## src/logic/vocf_pkg.sv

```systemverilog
// Purpose: Shared constants for the output configuration objects
// Assumes: Object indices are used as addresses
// Notes: Widths follow the object data types
package vocf_pkg;
	// ---------------------------------------------------------------
	// Object indices
	// ---------------------------------------------------------------
	localparam logic [15:0] IDX_POLARITY = 16'h6240;
	localparam logic [15:0] IDX_FAULT_MODE = 16'h6250;
	localparam logic [15:0] IDX_FAULT_STATE = 16'h6260;
	localparam logic [15:0] IDX_INPUT_DECIMALS = 16'h6302;
	localparam logic [15:0] IDX_OUT_KIND = 16'h6310;
	localparam logic [15:0] IDX_FIELD_DECIMALS = 16'h6332;
	localparam logic [15:0] IDX_PROC_INPUT = 16'h7300;
	localparam logic [15:0] IDX_LOWER_IN = 16'h7320;
	localparam logic [15:0] IDX_LOWER_OUT = 16'h7321;
	localparam logic [15:0] IDX_UPPER_IN = 16'h7322;
	localparam logic [15:0] IDX_UPPER_OUT = 16'h7323;
	localparam logic [15:0] IDX_FIELD_OUT = 16'h7330;
	// ---------------------------------------------------------------
	// Reset values
	// ---------------------------------------------------------------
	localparam logic [7:0] RST_POLARITY = 8'h00;
	localparam logic [7:0] RST_FAULT_MODE = 8'h01;
	localparam logic RST_FAULT_STATE = 1'b1;
	localparam logic [7:0] RST_INPUT_DECIMALS = 8'h03;
	localparam logic [15:0] RST_OUT_KIND = 16'h0014;
	localparam logic [7:0] RST_FIELD_DECIMALS = 8'h00;
	localparam logic [15:0] RST_PROC_INPUT = 16'h0000;
	localparam logic [15:0] RST_LOWER_IN = 16'h012C;
	localparam logic [15:0] RST_LOWER_OUT = 16'h012C;
	localparam logic [15:0] RST_UPPER_IN = 16'h05DC;
	localparam logic [15:0] RST_UPPER_OUT = 16'h05DC;
	// ---------------------------------------------------------------
	// Field encodings
	// ---------------------------------------------------------------
	localparam logic [7:0] POLARITY_INVERT = 8'h01;
	localparam logic [7:0] FAULT_MODE_SUBST = 8'h01;
	localparam logic [7:0] DECIMALS_MAX = 8'h04;
endpackage : vocf_pkg
```

## src/logic/vocf_config_objects.sv

```systemverilog
// Purpose: Output configuration objects and output logic of a valve controller
// Assumes: Object requests arrive synchronous to CLK_SYS_I from the network stack
// Notes: Requests are answered one cycle later on OBJ_ACK_O
`timescale 1ns/1ns
`default_nettype none
module vocf_config_objects (
	// Clock and reset
	input wire logic CLK_SYS_I,
	input wire logic RESETN_I,
	// Object access
	input wire logic OBJ_WR_I,
	input wire logic OBJ_RD_I,
	input wire logic [15:0] OBJ_INDEX_I,
	input wire logic [15:0] OBJ_WDATA_I,
	output logic [15:0] OBJ_RDATA_O,
	output logic OBJ_ACK_O,
	output logic OBJ_ERR_O,
	// Digital output
	input wire logic DO_LOGIC_I,
	input wire logic FAULT_I,
	output logic DO_DRIVE_O,
	// Proportional output
	input wire logic SRC_MSG_SEL_I,
	input wire logic [15:0] SRC_VALUE_I,
	output logic [15:0] FIELD_VALUE_O,
	output logic [15:0] OUTPUT_KIND_O,
	output logic [7:0] INPUT_DECIMALS_O,
	output logic [7:0] FIELD_DECIMALS_O
);
	// ---------------------------------------------------------------
	// Registers
	// ---------------------------------------------------------------
	logic [7:0] polarity_ff;
	logic [7:0] fault_mode_ff;
	logic fault_state_ff;
	logic [7:0] input_decimals_ff;
	logic [15:0] out_kind_ff;
	logic [7:0] field_decimals_ff;
	logic [15:0] proc_input_ff;
	logic [15:0] lower_in_ff;
	logic [15:0] lower_out_ff;
	logic [15:0] upper_in_ff;
	logic [15:0] upper_out_ff;
	logic [15:0] field_ff;
	logic drive_ff;
	logic [15:0] rdata_ff;
	logic ack_ff;
	logic err_ff;
	logic decimals_ok;
	logic mapped;
	logic wr_ok;
	logic [15:0] nxt_rdata;
	logic [15:0] nxt_field;
	logic nxt_drive;

	function automatic logic dec_valid(input logic [15:0] v);
		dec_valid = v <= {8'h00, vocf_pkg::DECIMALS_MAX};
	endfunction : dec_valid

	// ---------------------------------------------------------------
	// Access decode
	// ---------------------------------------------------------------
	always_comb begin
		mapped = 1'b1;
		decimals_ok = 1'b1;
		nxt_rdata = 16'h0000;
		unique case (OBJ_INDEX_I)
			vocf_pkg::IDX_POLARITY: nxt_rdata = {8'h00, polarity_ff};
			vocf_pkg::IDX_FAULT_MODE: nxt_rdata = {8'h00, fault_mode_ff};
			vocf_pkg::IDX_FAULT_STATE: nxt_rdata = {15'h0000, fault_state_ff};
			vocf_pkg::IDX_INPUT_DECIMALS: begin
				nxt_rdata = {8'h00, input_decimals_ff};
				decimals_ok = dec_valid(OBJ_WDATA_I);
			end
			vocf_pkg::IDX_OUT_KIND: nxt_rdata = out_kind_ff;
			vocf_pkg::IDX_FIELD_DECIMALS: begin
				nxt_rdata = {8'h00, field_decimals_ff};
				decimals_ok = dec_valid(OBJ_WDATA_I);
			end
			vocf_pkg::IDX_PROC_INPUT: nxt_rdata = proc_input_ff;
			vocf_pkg::IDX_LOWER_IN: nxt_rdata = lower_in_ff;
			vocf_pkg::IDX_LOWER_OUT: nxt_rdata = lower_out_ff;
			vocf_pkg::IDX_UPPER_IN: nxt_rdata = upper_in_ff;
			vocf_pkg::IDX_UPPER_OUT: nxt_rdata = upper_out_ff;
			vocf_pkg::IDX_FIELD_OUT: begin
				nxt_rdata = field_ff;
				decimals_ok = 1'b0;
			end
			default: mapped = 1'b0;
		endcase
		// Field output is read-only, so a write to it is refused
		wr_ok = OBJ_WR_I && mapped && decimals_ok;
	end

	always_ff @(posedge CLK_SYS_I or negedge RESETN_I) begin
		if (!RESETN_I) begin
			rdata_ff <= 16'h0000;
			ack_ff <= 1'b0;
			err_ff <= 1'b0;
		end else begin
			ack_ff <= OBJ_WR_I || OBJ_RD_I;
			err_ff <= (OBJ_WR_I && !wr_ok) || (OBJ_RD_I && !OBJ_WR_I && !mapped);
			if (OBJ_RD_I) begin
				rdata_ff <= nxt_rdata;
			end
		end
	end

	// ---------------------------------------------------------------
	// Object storage
	// ---------------------------------------------------------------
	always_ff @(posedge CLK_SYS_I or negedge RESETN_I) begin
		if (!RESETN_I) begin
			polarity_ff <= vocf_pkg::RST_POLARITY;
			fault_mode_ff <= vocf_pkg::RST_FAULT_MODE;
			fault_state_ff <= vocf_pkg::RST_FAULT_STATE;
			input_decimals_ff <= vocf_pkg::RST_INPUT_DECIMALS;
			out_kind_ff <= vocf_pkg::RST_OUT_KIND;
			field_decimals_ff <= vocf_pkg::RST_FIELD_DECIMALS;
			proc_input_ff <= vocf_pkg::RST_PROC_INPUT;
			lower_in_ff <= vocf_pkg::RST_LOWER_IN;
			lower_out_ff <= vocf_pkg::RST_LOWER_OUT;
			upper_in_ff <= vocf_pkg::RST_UPPER_IN;
			upper_out_ff <= vocf_pkg::RST_UPPER_OUT;
		end else if (wr_ok) begin
			unique case (OBJ_INDEX_I)
				vocf_pkg::IDX_POLARITY: polarity_ff <= OBJ_WDATA_I[7:0];
				vocf_pkg::IDX_FAULT_MODE: fault_mode_ff <= OBJ_WDATA_I[7:0];
				vocf_pkg::IDX_FAULT_STATE: fault_state_ff <= OBJ_WDATA_I[0];
				vocf_pkg::IDX_INPUT_DECIMALS: input_decimals_ff <= OBJ_WDATA_I[7:0];
				vocf_pkg::IDX_OUT_KIND: out_kind_ff <= OBJ_WDATA_I;
				vocf_pkg::IDX_FIELD_DECIMALS: field_decimals_ff <= OBJ_WDATA_I[7:0];
				vocf_pkg::IDX_PROC_INPUT: proc_input_ff <= OBJ_WDATA_I;
				vocf_pkg::IDX_LOWER_IN: lower_in_ff <= OBJ_WDATA_I;
				vocf_pkg::IDX_LOWER_OUT: lower_out_ff <= OBJ_WDATA_I;
				vocf_pkg::IDX_UPPER_IN: upper_in_ff <= OBJ_WDATA_I;
				vocf_pkg::IDX_UPPER_OUT: upper_out_ff <= OBJ_WDATA_I;
				default: polarity_ff <= polarity_ff;
			endcase
		end
	end

	// ---------------------------------------------------------------
	// Digital output
	// ---------------------------------------------------------------
	always_comb begin
		if (FAULT_I && fault_mode_ff == vocf_pkg::FAULT_MODE_SUBST) begin
			nxt_drive = fault_state_ff;
		end else begin
			nxt_drive = DO_LOGIC_I ^ (polarity_ff == vocf_pkg::POLARITY_INVERT);
		end
	end

	always_ff @(posedge CLK_SYS_I or negedge RESETN_I) begin
		if (!RESETN_I) begin
			drive_ff <= 1'b0;
		end else begin
			drive_ff <= nxt_drive;
		end
	end

	// ---------------------------------------------------------------
	// Proportional output scaling
	// ---------------------------------------------------------------
	// Input and points share one resolution, so decimals cancel in the ratio
	logic signed [15:0] x_in;
	logic signed [16:0] dx;
	logic signed [16:0] dy;
	logic signed [16:0] span;
	logic signed [33:0] prod;
	logic signed [33:0] quot;
	always_comb begin
		x_in = SRC_MSG_SEL_I ? $signed(proc_input_ff) : $signed(SRC_VALUE_I);
		dx = $signed({x_in[15], x_in}) - $signed({lower_in_ff[15], lower_in_ff});
		dy = $signed({upper_out_ff[15], upper_out_ff}) - $signed({lower_out_ff[15], lower_out_ff});
		span = $signed({upper_in_ff[15], upper_in_ff}) - $signed({lower_in_ff[15], lower_in_ff});
		prod = 34'(dx * dy);
		quot = 34'sd0;
		if (x_in <= $signed(lower_in_ff) || span <= 17'sd0) begin
			// Bad point order from the master falls back to the lower value
			nxt_field = lower_out_ff;
		end else if (x_in >= $signed(upper_in_ff)) begin
			nxt_field = upper_out_ff;
		end else begin
			quot = prod / 34'(span);
			nxt_field = 16'(quot + 34'($signed(lower_out_ff)));
		end
	end

	always_ff @(posedge CLK_SYS_I or negedge RESETN_I) begin
		if (!RESETN_I) begin
			field_ff <= vocf_pkg::RST_LOWER_OUT;
		end else begin
			field_ff <= nxt_field;
		end
	end

	assign OBJ_RDATA_O = rdata_ff;
	assign OBJ_ACK_O = ack_ff;
	assign OBJ_ERR_O = err_ff;
	assign DO_DRIVE_O = drive_ff;
	assign FIELD_VALUE_O = field_ff;
	assign OUTPUT_KIND_O = out_kind_ff;
	assign INPUT_DECIMALS_O = input_decimals_ff;
	assign FIELD_DECIMALS_O = field_decimals_ff;
endmodule : vocf_config_objects
`default_nettype wire

```

## config.mk

```make
export PLATFORM = sky130hd
export DESIGN_NAME = vocf_config_objects
export DESIGN_NICKNAME = d
export VERILOG_FILES = /design/src/logic/vocf_pkg.sv /design/src/logic/vocf_config_objects.sv
export SDC_FILE = /design/constraint.sdc
export NUM_CORES = 2
export LEC_CHECK = 0
export BUFFER_PORTS_ARGS = -buffer_cell sky130_fd_sc_hd__clkbuf_2
export CAP_MARGIN = 5
export CORE_MARGIN = 2
export CORE_UTILIZATION = 26
export DETAILED_ROUTE_END_ITERATION = 10
export PLACE_DENSITY = 0.45
export SYNTH_ARGS = -nofsm -noshare
export SYNTH_HDL_FRONTEND = slang
export SYNTH_SLANG_ARGS = --single-unit
export TNS_END_PERCENT = 5
```

## constraint.sdc

```tcl
create_clock -name CLK_SYS_I -period 179.1 [get_ports CLK_SYS_I]
set_input_delay 44.775 -clock CLK_SYS_I [delete_from_list [all_inputs] [get_ports CLK_SYS_I]]
set_output_delay 44.775 -clock CLK_SYS_I [all_outputs]
set_load 0.02 [all_outputs]
```

* Yosys cells after proc, flatten, opt, wreduce, memory -nomap -nowiden
Cells that the tools add are included.
** Cells by class
- Add/subtract/negate cells :: 4
- $mul :: 1
- Divide/modulo/power cells :: 1
- Order comparisons :: 4
- Eq/ne operators :: 14
- Multiplexer cells :: 7
- Bitwise logic cells :: 1
- Reductions and logical operators :: 25
** Operators with widths (count)
- 16-bit by 15-bit equality test with 1-bit output (second input constant) :: 12
- 16-bit one-hot mux with 12 select lines :: 1
- 16-bit by 16-bit subtractor with 17-bit output :: 3
- 16-bit two-way mux :: 3
- 34-bit by 34-bit divider with 34-bit output :: 1
- 17-bit by 17-bit multiplier with 34-bit output :: 1
- 2-bit AND reduction :: 11
- 17-bit by 1-bit less-or-equal comparator with 1-bit output (second input constant) :: 1
- 16-bit adder :: 1
- 8-bit by 1-bit equality test with 1-bit output (second input constant) :: 2
- 16-bit greater-or-equal comparator :: 1
- 16-bit less-or-equal comparator :: 1
- 16-bit by 3-bit less-or-equal comparator with 1-bit output (second input constant) :: 1
- 12-bit OR reduction :: 1
- 1-bit logical AND :: 6
- 1-bit logical NOT :: 3
- 1-bit logical OR :: 3
- 1-bit two-way mux :: 2
- 1-bit one-hot mux with 2 select lines :: 1
- 2-bit OR reduction :: 1
- 1-bit XOR :: 1
** Word-level totals
- Register bits after elaboration :: 164
- Output and inout bits :: 67
- Word-level logic and storage cells :: 73

* Longest topological paths before layout
- Depth in word-level cells :: 8
- Depth in mapped cells :: 490
- Mapped depth without buffers :: 442

* Worst setup path after synthesis
No wires, ideal clock.
- Kind :: input to register
- From :: input SRC_MSG_SEL_I
- To :: register field_ff[15] (netlist: FIELD_VALUE_O[15])
- Arrival :: 139.024 ns
- Slack :: 39.996 ns
- Cell stages on the path :: 462
- Buffers on the path :: 57
- Cells stage by stage :: clkbuf_1 -> buf_1 -> mux2i_1 -> ha_1 -> inv_1 -> fa_1 -> nand2_1 -> nand2_1 -> a21oi_1 -> o21ai_0 -> a21oi_1 -> o21ai_0 -> a21oi_1 -> o21ai_0 -> a2111oi_0 -> a21oi_1 -> clkbuf_1 -> nand2b_1 -> [426 not listed] -> ha_1 -> a21o_1 -> a21o_1 -> a21o_1 -> a21oi_1 -> o21bai_1 -> a21oi_1 -> o21bai_1 -> a21oi_1 -> o21bai_1 -> a21o_1 -> a21oi_1 -> o211ai_1 -> a21oi_1 -> xnor2_1 -> xnor2_1 -> mux2i_1 -> mux2i_1
** Between the ends
- Cells in the longest elaborated chain, start to end :: 7
- Elaborated cells on any way between the ends :: 10
- Classes of those cells :: add/sub: 2; mul: 1; div: 1; order compare: 2; mux: 3; reduce/logical: 1
** Ends and longest elaborated chain
- from (decl) :: line vocf_config_objects.sv:23 : input wire logic SRC_MSG_SEL_I,
- 16-bit two-way mux (*) :: line vocf_config_objects.sv:173 : x_in = SRC_MSG_SEL_I ? $signed(proc_input_ff) : $signed(SRC_VALUE_I);
- 16-bit by 16-bit subtractor with 17-bit output :: line vocf_config_objects.sv:174 : dx = $signed({x_in[15], x_in}) - $signed({lower_in_ff[15], lower_in_ff});
- 17-bit by 17-bit multiplier with 34-bit output :: line vocf_config_objects.sv:177 : prod = 34'(dx * dy);
- 34-bit by 34-bit divider with 34-bit output :: line vocf_config_objects.sv:185 : quot = prod / 34'(span);
- 16-bit adder :: line vocf_config_objects.sv:186 : nxt_field = 16'(quot + 34'($signed(lower_out_ff)));
- 16-bit two-way mux :: line vocf_config_objects.sv:182 : end else if (x_in >= $signed(upper_in_ff)) begin
- 16-bit two-way mux (*) :: line vocf_config_objects.sv:179 : if (x_in <= $signed(lower_in_ff) || span <= 17'sd0) begin
- via nxt_field[15] :: line vocf_config_objects.sv:53 : logic [15:0] nxt_field;
- to (signal assigned) :: line vocf_config_objects.sv:192 : field_ff <= vocf_pkg::RST_LOWER_OUT;
- to (signal assigned) :: line vocf_config_objects.sv:194 : field_ff <= nxt_field;
- to (decl) :: line vocf_config_objects.sv:44 : logic [15:0] field_ff;
Mark *: on every way through the listed nets, which the timed path passes. The rest lies on a longest branch.
A chain may end at the register's enable or synchronous reset.

* Final worst setup path
Same ends and word-level chain as after synthesis.

==> impl_metrics.toml <==
[die]
die_area_um2 = 216200
ios = 122
initial_utilization_pct = 26.10
die_w_um = 464.9
die_h_um = 464.9
core_region_area_um2 = 211700
rows = 169

[cells_and_area]
drive_gt1_share_pct = 9.426
nFillCells = 22950
finalNetCount = 8564
multiInputGateArea_um2 = 48870
ff_latch_area_um2 = 4144
area_growth_pct = 10.34

[clock_tree]
cts_max_level = 4
cts_resized = 0
clock_path_buffers = 2
hold_buffers = 0
cts.sinks = 164
clkTransAtPathRegs_ns = 0.06
tritoncts = "yes"
cts_setup_buffers = 0
numCtsBuffers = 17
clk_latency_ns = 0.44
root_buffer = "clkbuf_16"

[synthesis]
synth_top_area_share_pct = 17.31
synthCells = 7241
postSynthAreaPerCell_um2 = 7.629
ys_warn_count = 0
synth_cell_types = 108
synth.area.top_cells = "ha_1 17%, fa_1 11%, dfrtp_1 6.0%, nor2_1 4.9%, xnor2_1 4.6%"
post-synth-top-count-cell = "ha_1"
synthXorXnorAreaFrac_pct = 7.667
syn_area_um2 = 55240
async_reset_ff_share_pct = 100.0
synth_compound_area_share_pct = 25.29
synth_ff_type = "dfrtp_1"
synth_top_family_by_area = "adder cells"
synth_mux_area_share_pct = 5.248
synthTopCellsByCount = "764 x ha_1, 718 x nor2_1, 659 x nand2_1, 590 x inv_1, 471 x a21oi_1"
synth_top_area_cell = "ha_1"
yosys.area_share.simple_pct = 20.52
synth_adder_area_share_pct = 28.18
seq_area_frac_synth_pct = 7.502
synth-seq-cells = 164
synth_edf_count = 0

[drt]
route.vias.total = 56090
wire_per_inst_um = 23.50
drc = 0
drt_iter0_drc = 5172
via_per_inst = 5.455
finalWirelength_um = 241600
firstDrtPassIters = 6
ant_nets = 0

[setup_path]
crit_fanout = 43
critPathMostFrequentCell = "o21a_1"
cp-start-kind = "input port"
end_kind = "flop"
arrival_ns = 157.48
crit_type = "in2reg"
cp_slowest_cell = "xnor2_1"
cpLargestDelayFamily = "compound AO/OA/AOI/OAI gates"
path_buf_inv = 28
regToRegSetupSlack_ns = 66.16
required_ns = 179.42
worst_path_largest_cell_delay_ns = 1.01

[place]
io_buffer_count = 121
gp_congestion = 0.9517
dp_hpwl_um = 199000

[global_routing]
grt_max_degree = 80
gr-usage-all-layers_pct = 21.65
grt_pass1_vias = 54950
antenna_found_initial = 7
grt_pass1_wl_um = 360000
grt_overflow = 0

[timing]
setup_viol = 0
grt_setup_unrepaired = "false"
fin_crit_ns = 157.16
setup_tns_ns = 0
max_freq_ghz = 0.006363
report.final.slew_viol_count = 0
tightest_slew_ns = 1.307
fin_skew_ns = 0.008529
finalHoldViolCount = 0
relSlewSlack_pct = 12.22
post-route-period-util_pct = 87.75

[hold_path]
hold_path_class = "reg2reg"

[run]
cap_violations = 0

[run_status]
status = "finished clean"
cell usage in the layout (no fill, tap or decap), types with 72 or more instances in the layout:
cell type / synthesis / final
fa_1: 300 / 300
nor2b_1: 100 / 98
xnor2_1: 293 / 282
nor2_1: 718 / 716
inv_1: 590 / 589
nand2_1: 659 / 659
ha_1: 764 / 763
mux2_2: 197 / 197
nand3_1: 136 / 136
buf_4: 4 / 131
a21o_1: 289 / 289
or2_2: 72 / 72
a31oi_1: 111 / 107
nand4_1: 83 / 83
clkbuf_2: 2 / 120
conb_1: 1 / 153
xor2_1: 188 / 186
nor3_1: 229 / 226
a21oi_1: 471 / 468
dfrtp_1: 132 / 132
or3_1: 75 / 75
nand2b_1: 89 / 89
o21ai_0: 331 / 331
o21a_1: 190 / 190
registers in the layout (all words and copies together), names as in the netlist, 16 cells and up:
signal and flops:
FIELD_VALUE_O 16, OBJ_RDATA_O 16, OUTPUT_KIND_O 16, lower_in_ff 16
lower_out_ff 16, proc_input_ff 16, upper_in_ff 16, upper_out_ff 16
kinds of logic after synthesis:
group / Yosys count
buffers and inverters: 810
adders and majority gates: 1064
DFF: 164
and+or+nand+nor: 2397
other: 1
AOI/OAI and AO/OA: 2058
xor gates and xnor gates: 482
muxes: 265
metrics by stage:
stage                     hold slack (ns)  std cells  area [µm²]  setup WS, ns  utilization [%]
after floorplan                    0.4857       7393       55810         40.00                -
after global placement             0.5208      10250       60360         25.98            28.52
after detailed placement           0.5237      10250       60360         24.37            28.52
after CTS                          0.5378      10280       60940         24.30            28.79
after global routing               0.5498      10280       60950         14.56            28.79
final                              0.5373      10280       60950         21.94            28.80
cell type report:
type	instances	area share, %
multi-input combinational	6419	80.18
tap	2821	5.791
clock buffer	20	0.7493
sequential	164	6.799
antenna	3	0.01232
inverter	591	3.640
timing repair buffer	252	2.617
clock inverter	12	0.2114
routing by layer:
metal  vias up  GRT usage (%)  wire, µm
li1      26370              -         -
met3       353          2.007     14190
met1     27360          29.93    110100
met4         4          6.164      7949
met2      2007          35.62    109300
met5         -              0        34
worst paths after layout:
check / to / cells after the start / from
max in group asynchronous: FIELD_VALUE_O[9] / 3 / RESETN_I
max: FIELD_VALUE_O[15] / 430 / SRC_MSG_SEL_I
min in group asynchronous: OBJ_RDATA_O[0] / 1 / RESETN_I
min reg2reg: lower_in_ff[9] / 1 / lower_in_ff[9]
min: lower_in_ff[9] / 1 / lower_in_ff[9]
max reg2reg: FIELD_VALUE_O[15] / 429 / lower_in_ff[1]
Power is not shown: default switching activity piles up to over one toggle a cycle in this logic, so the estimate is an artifact.
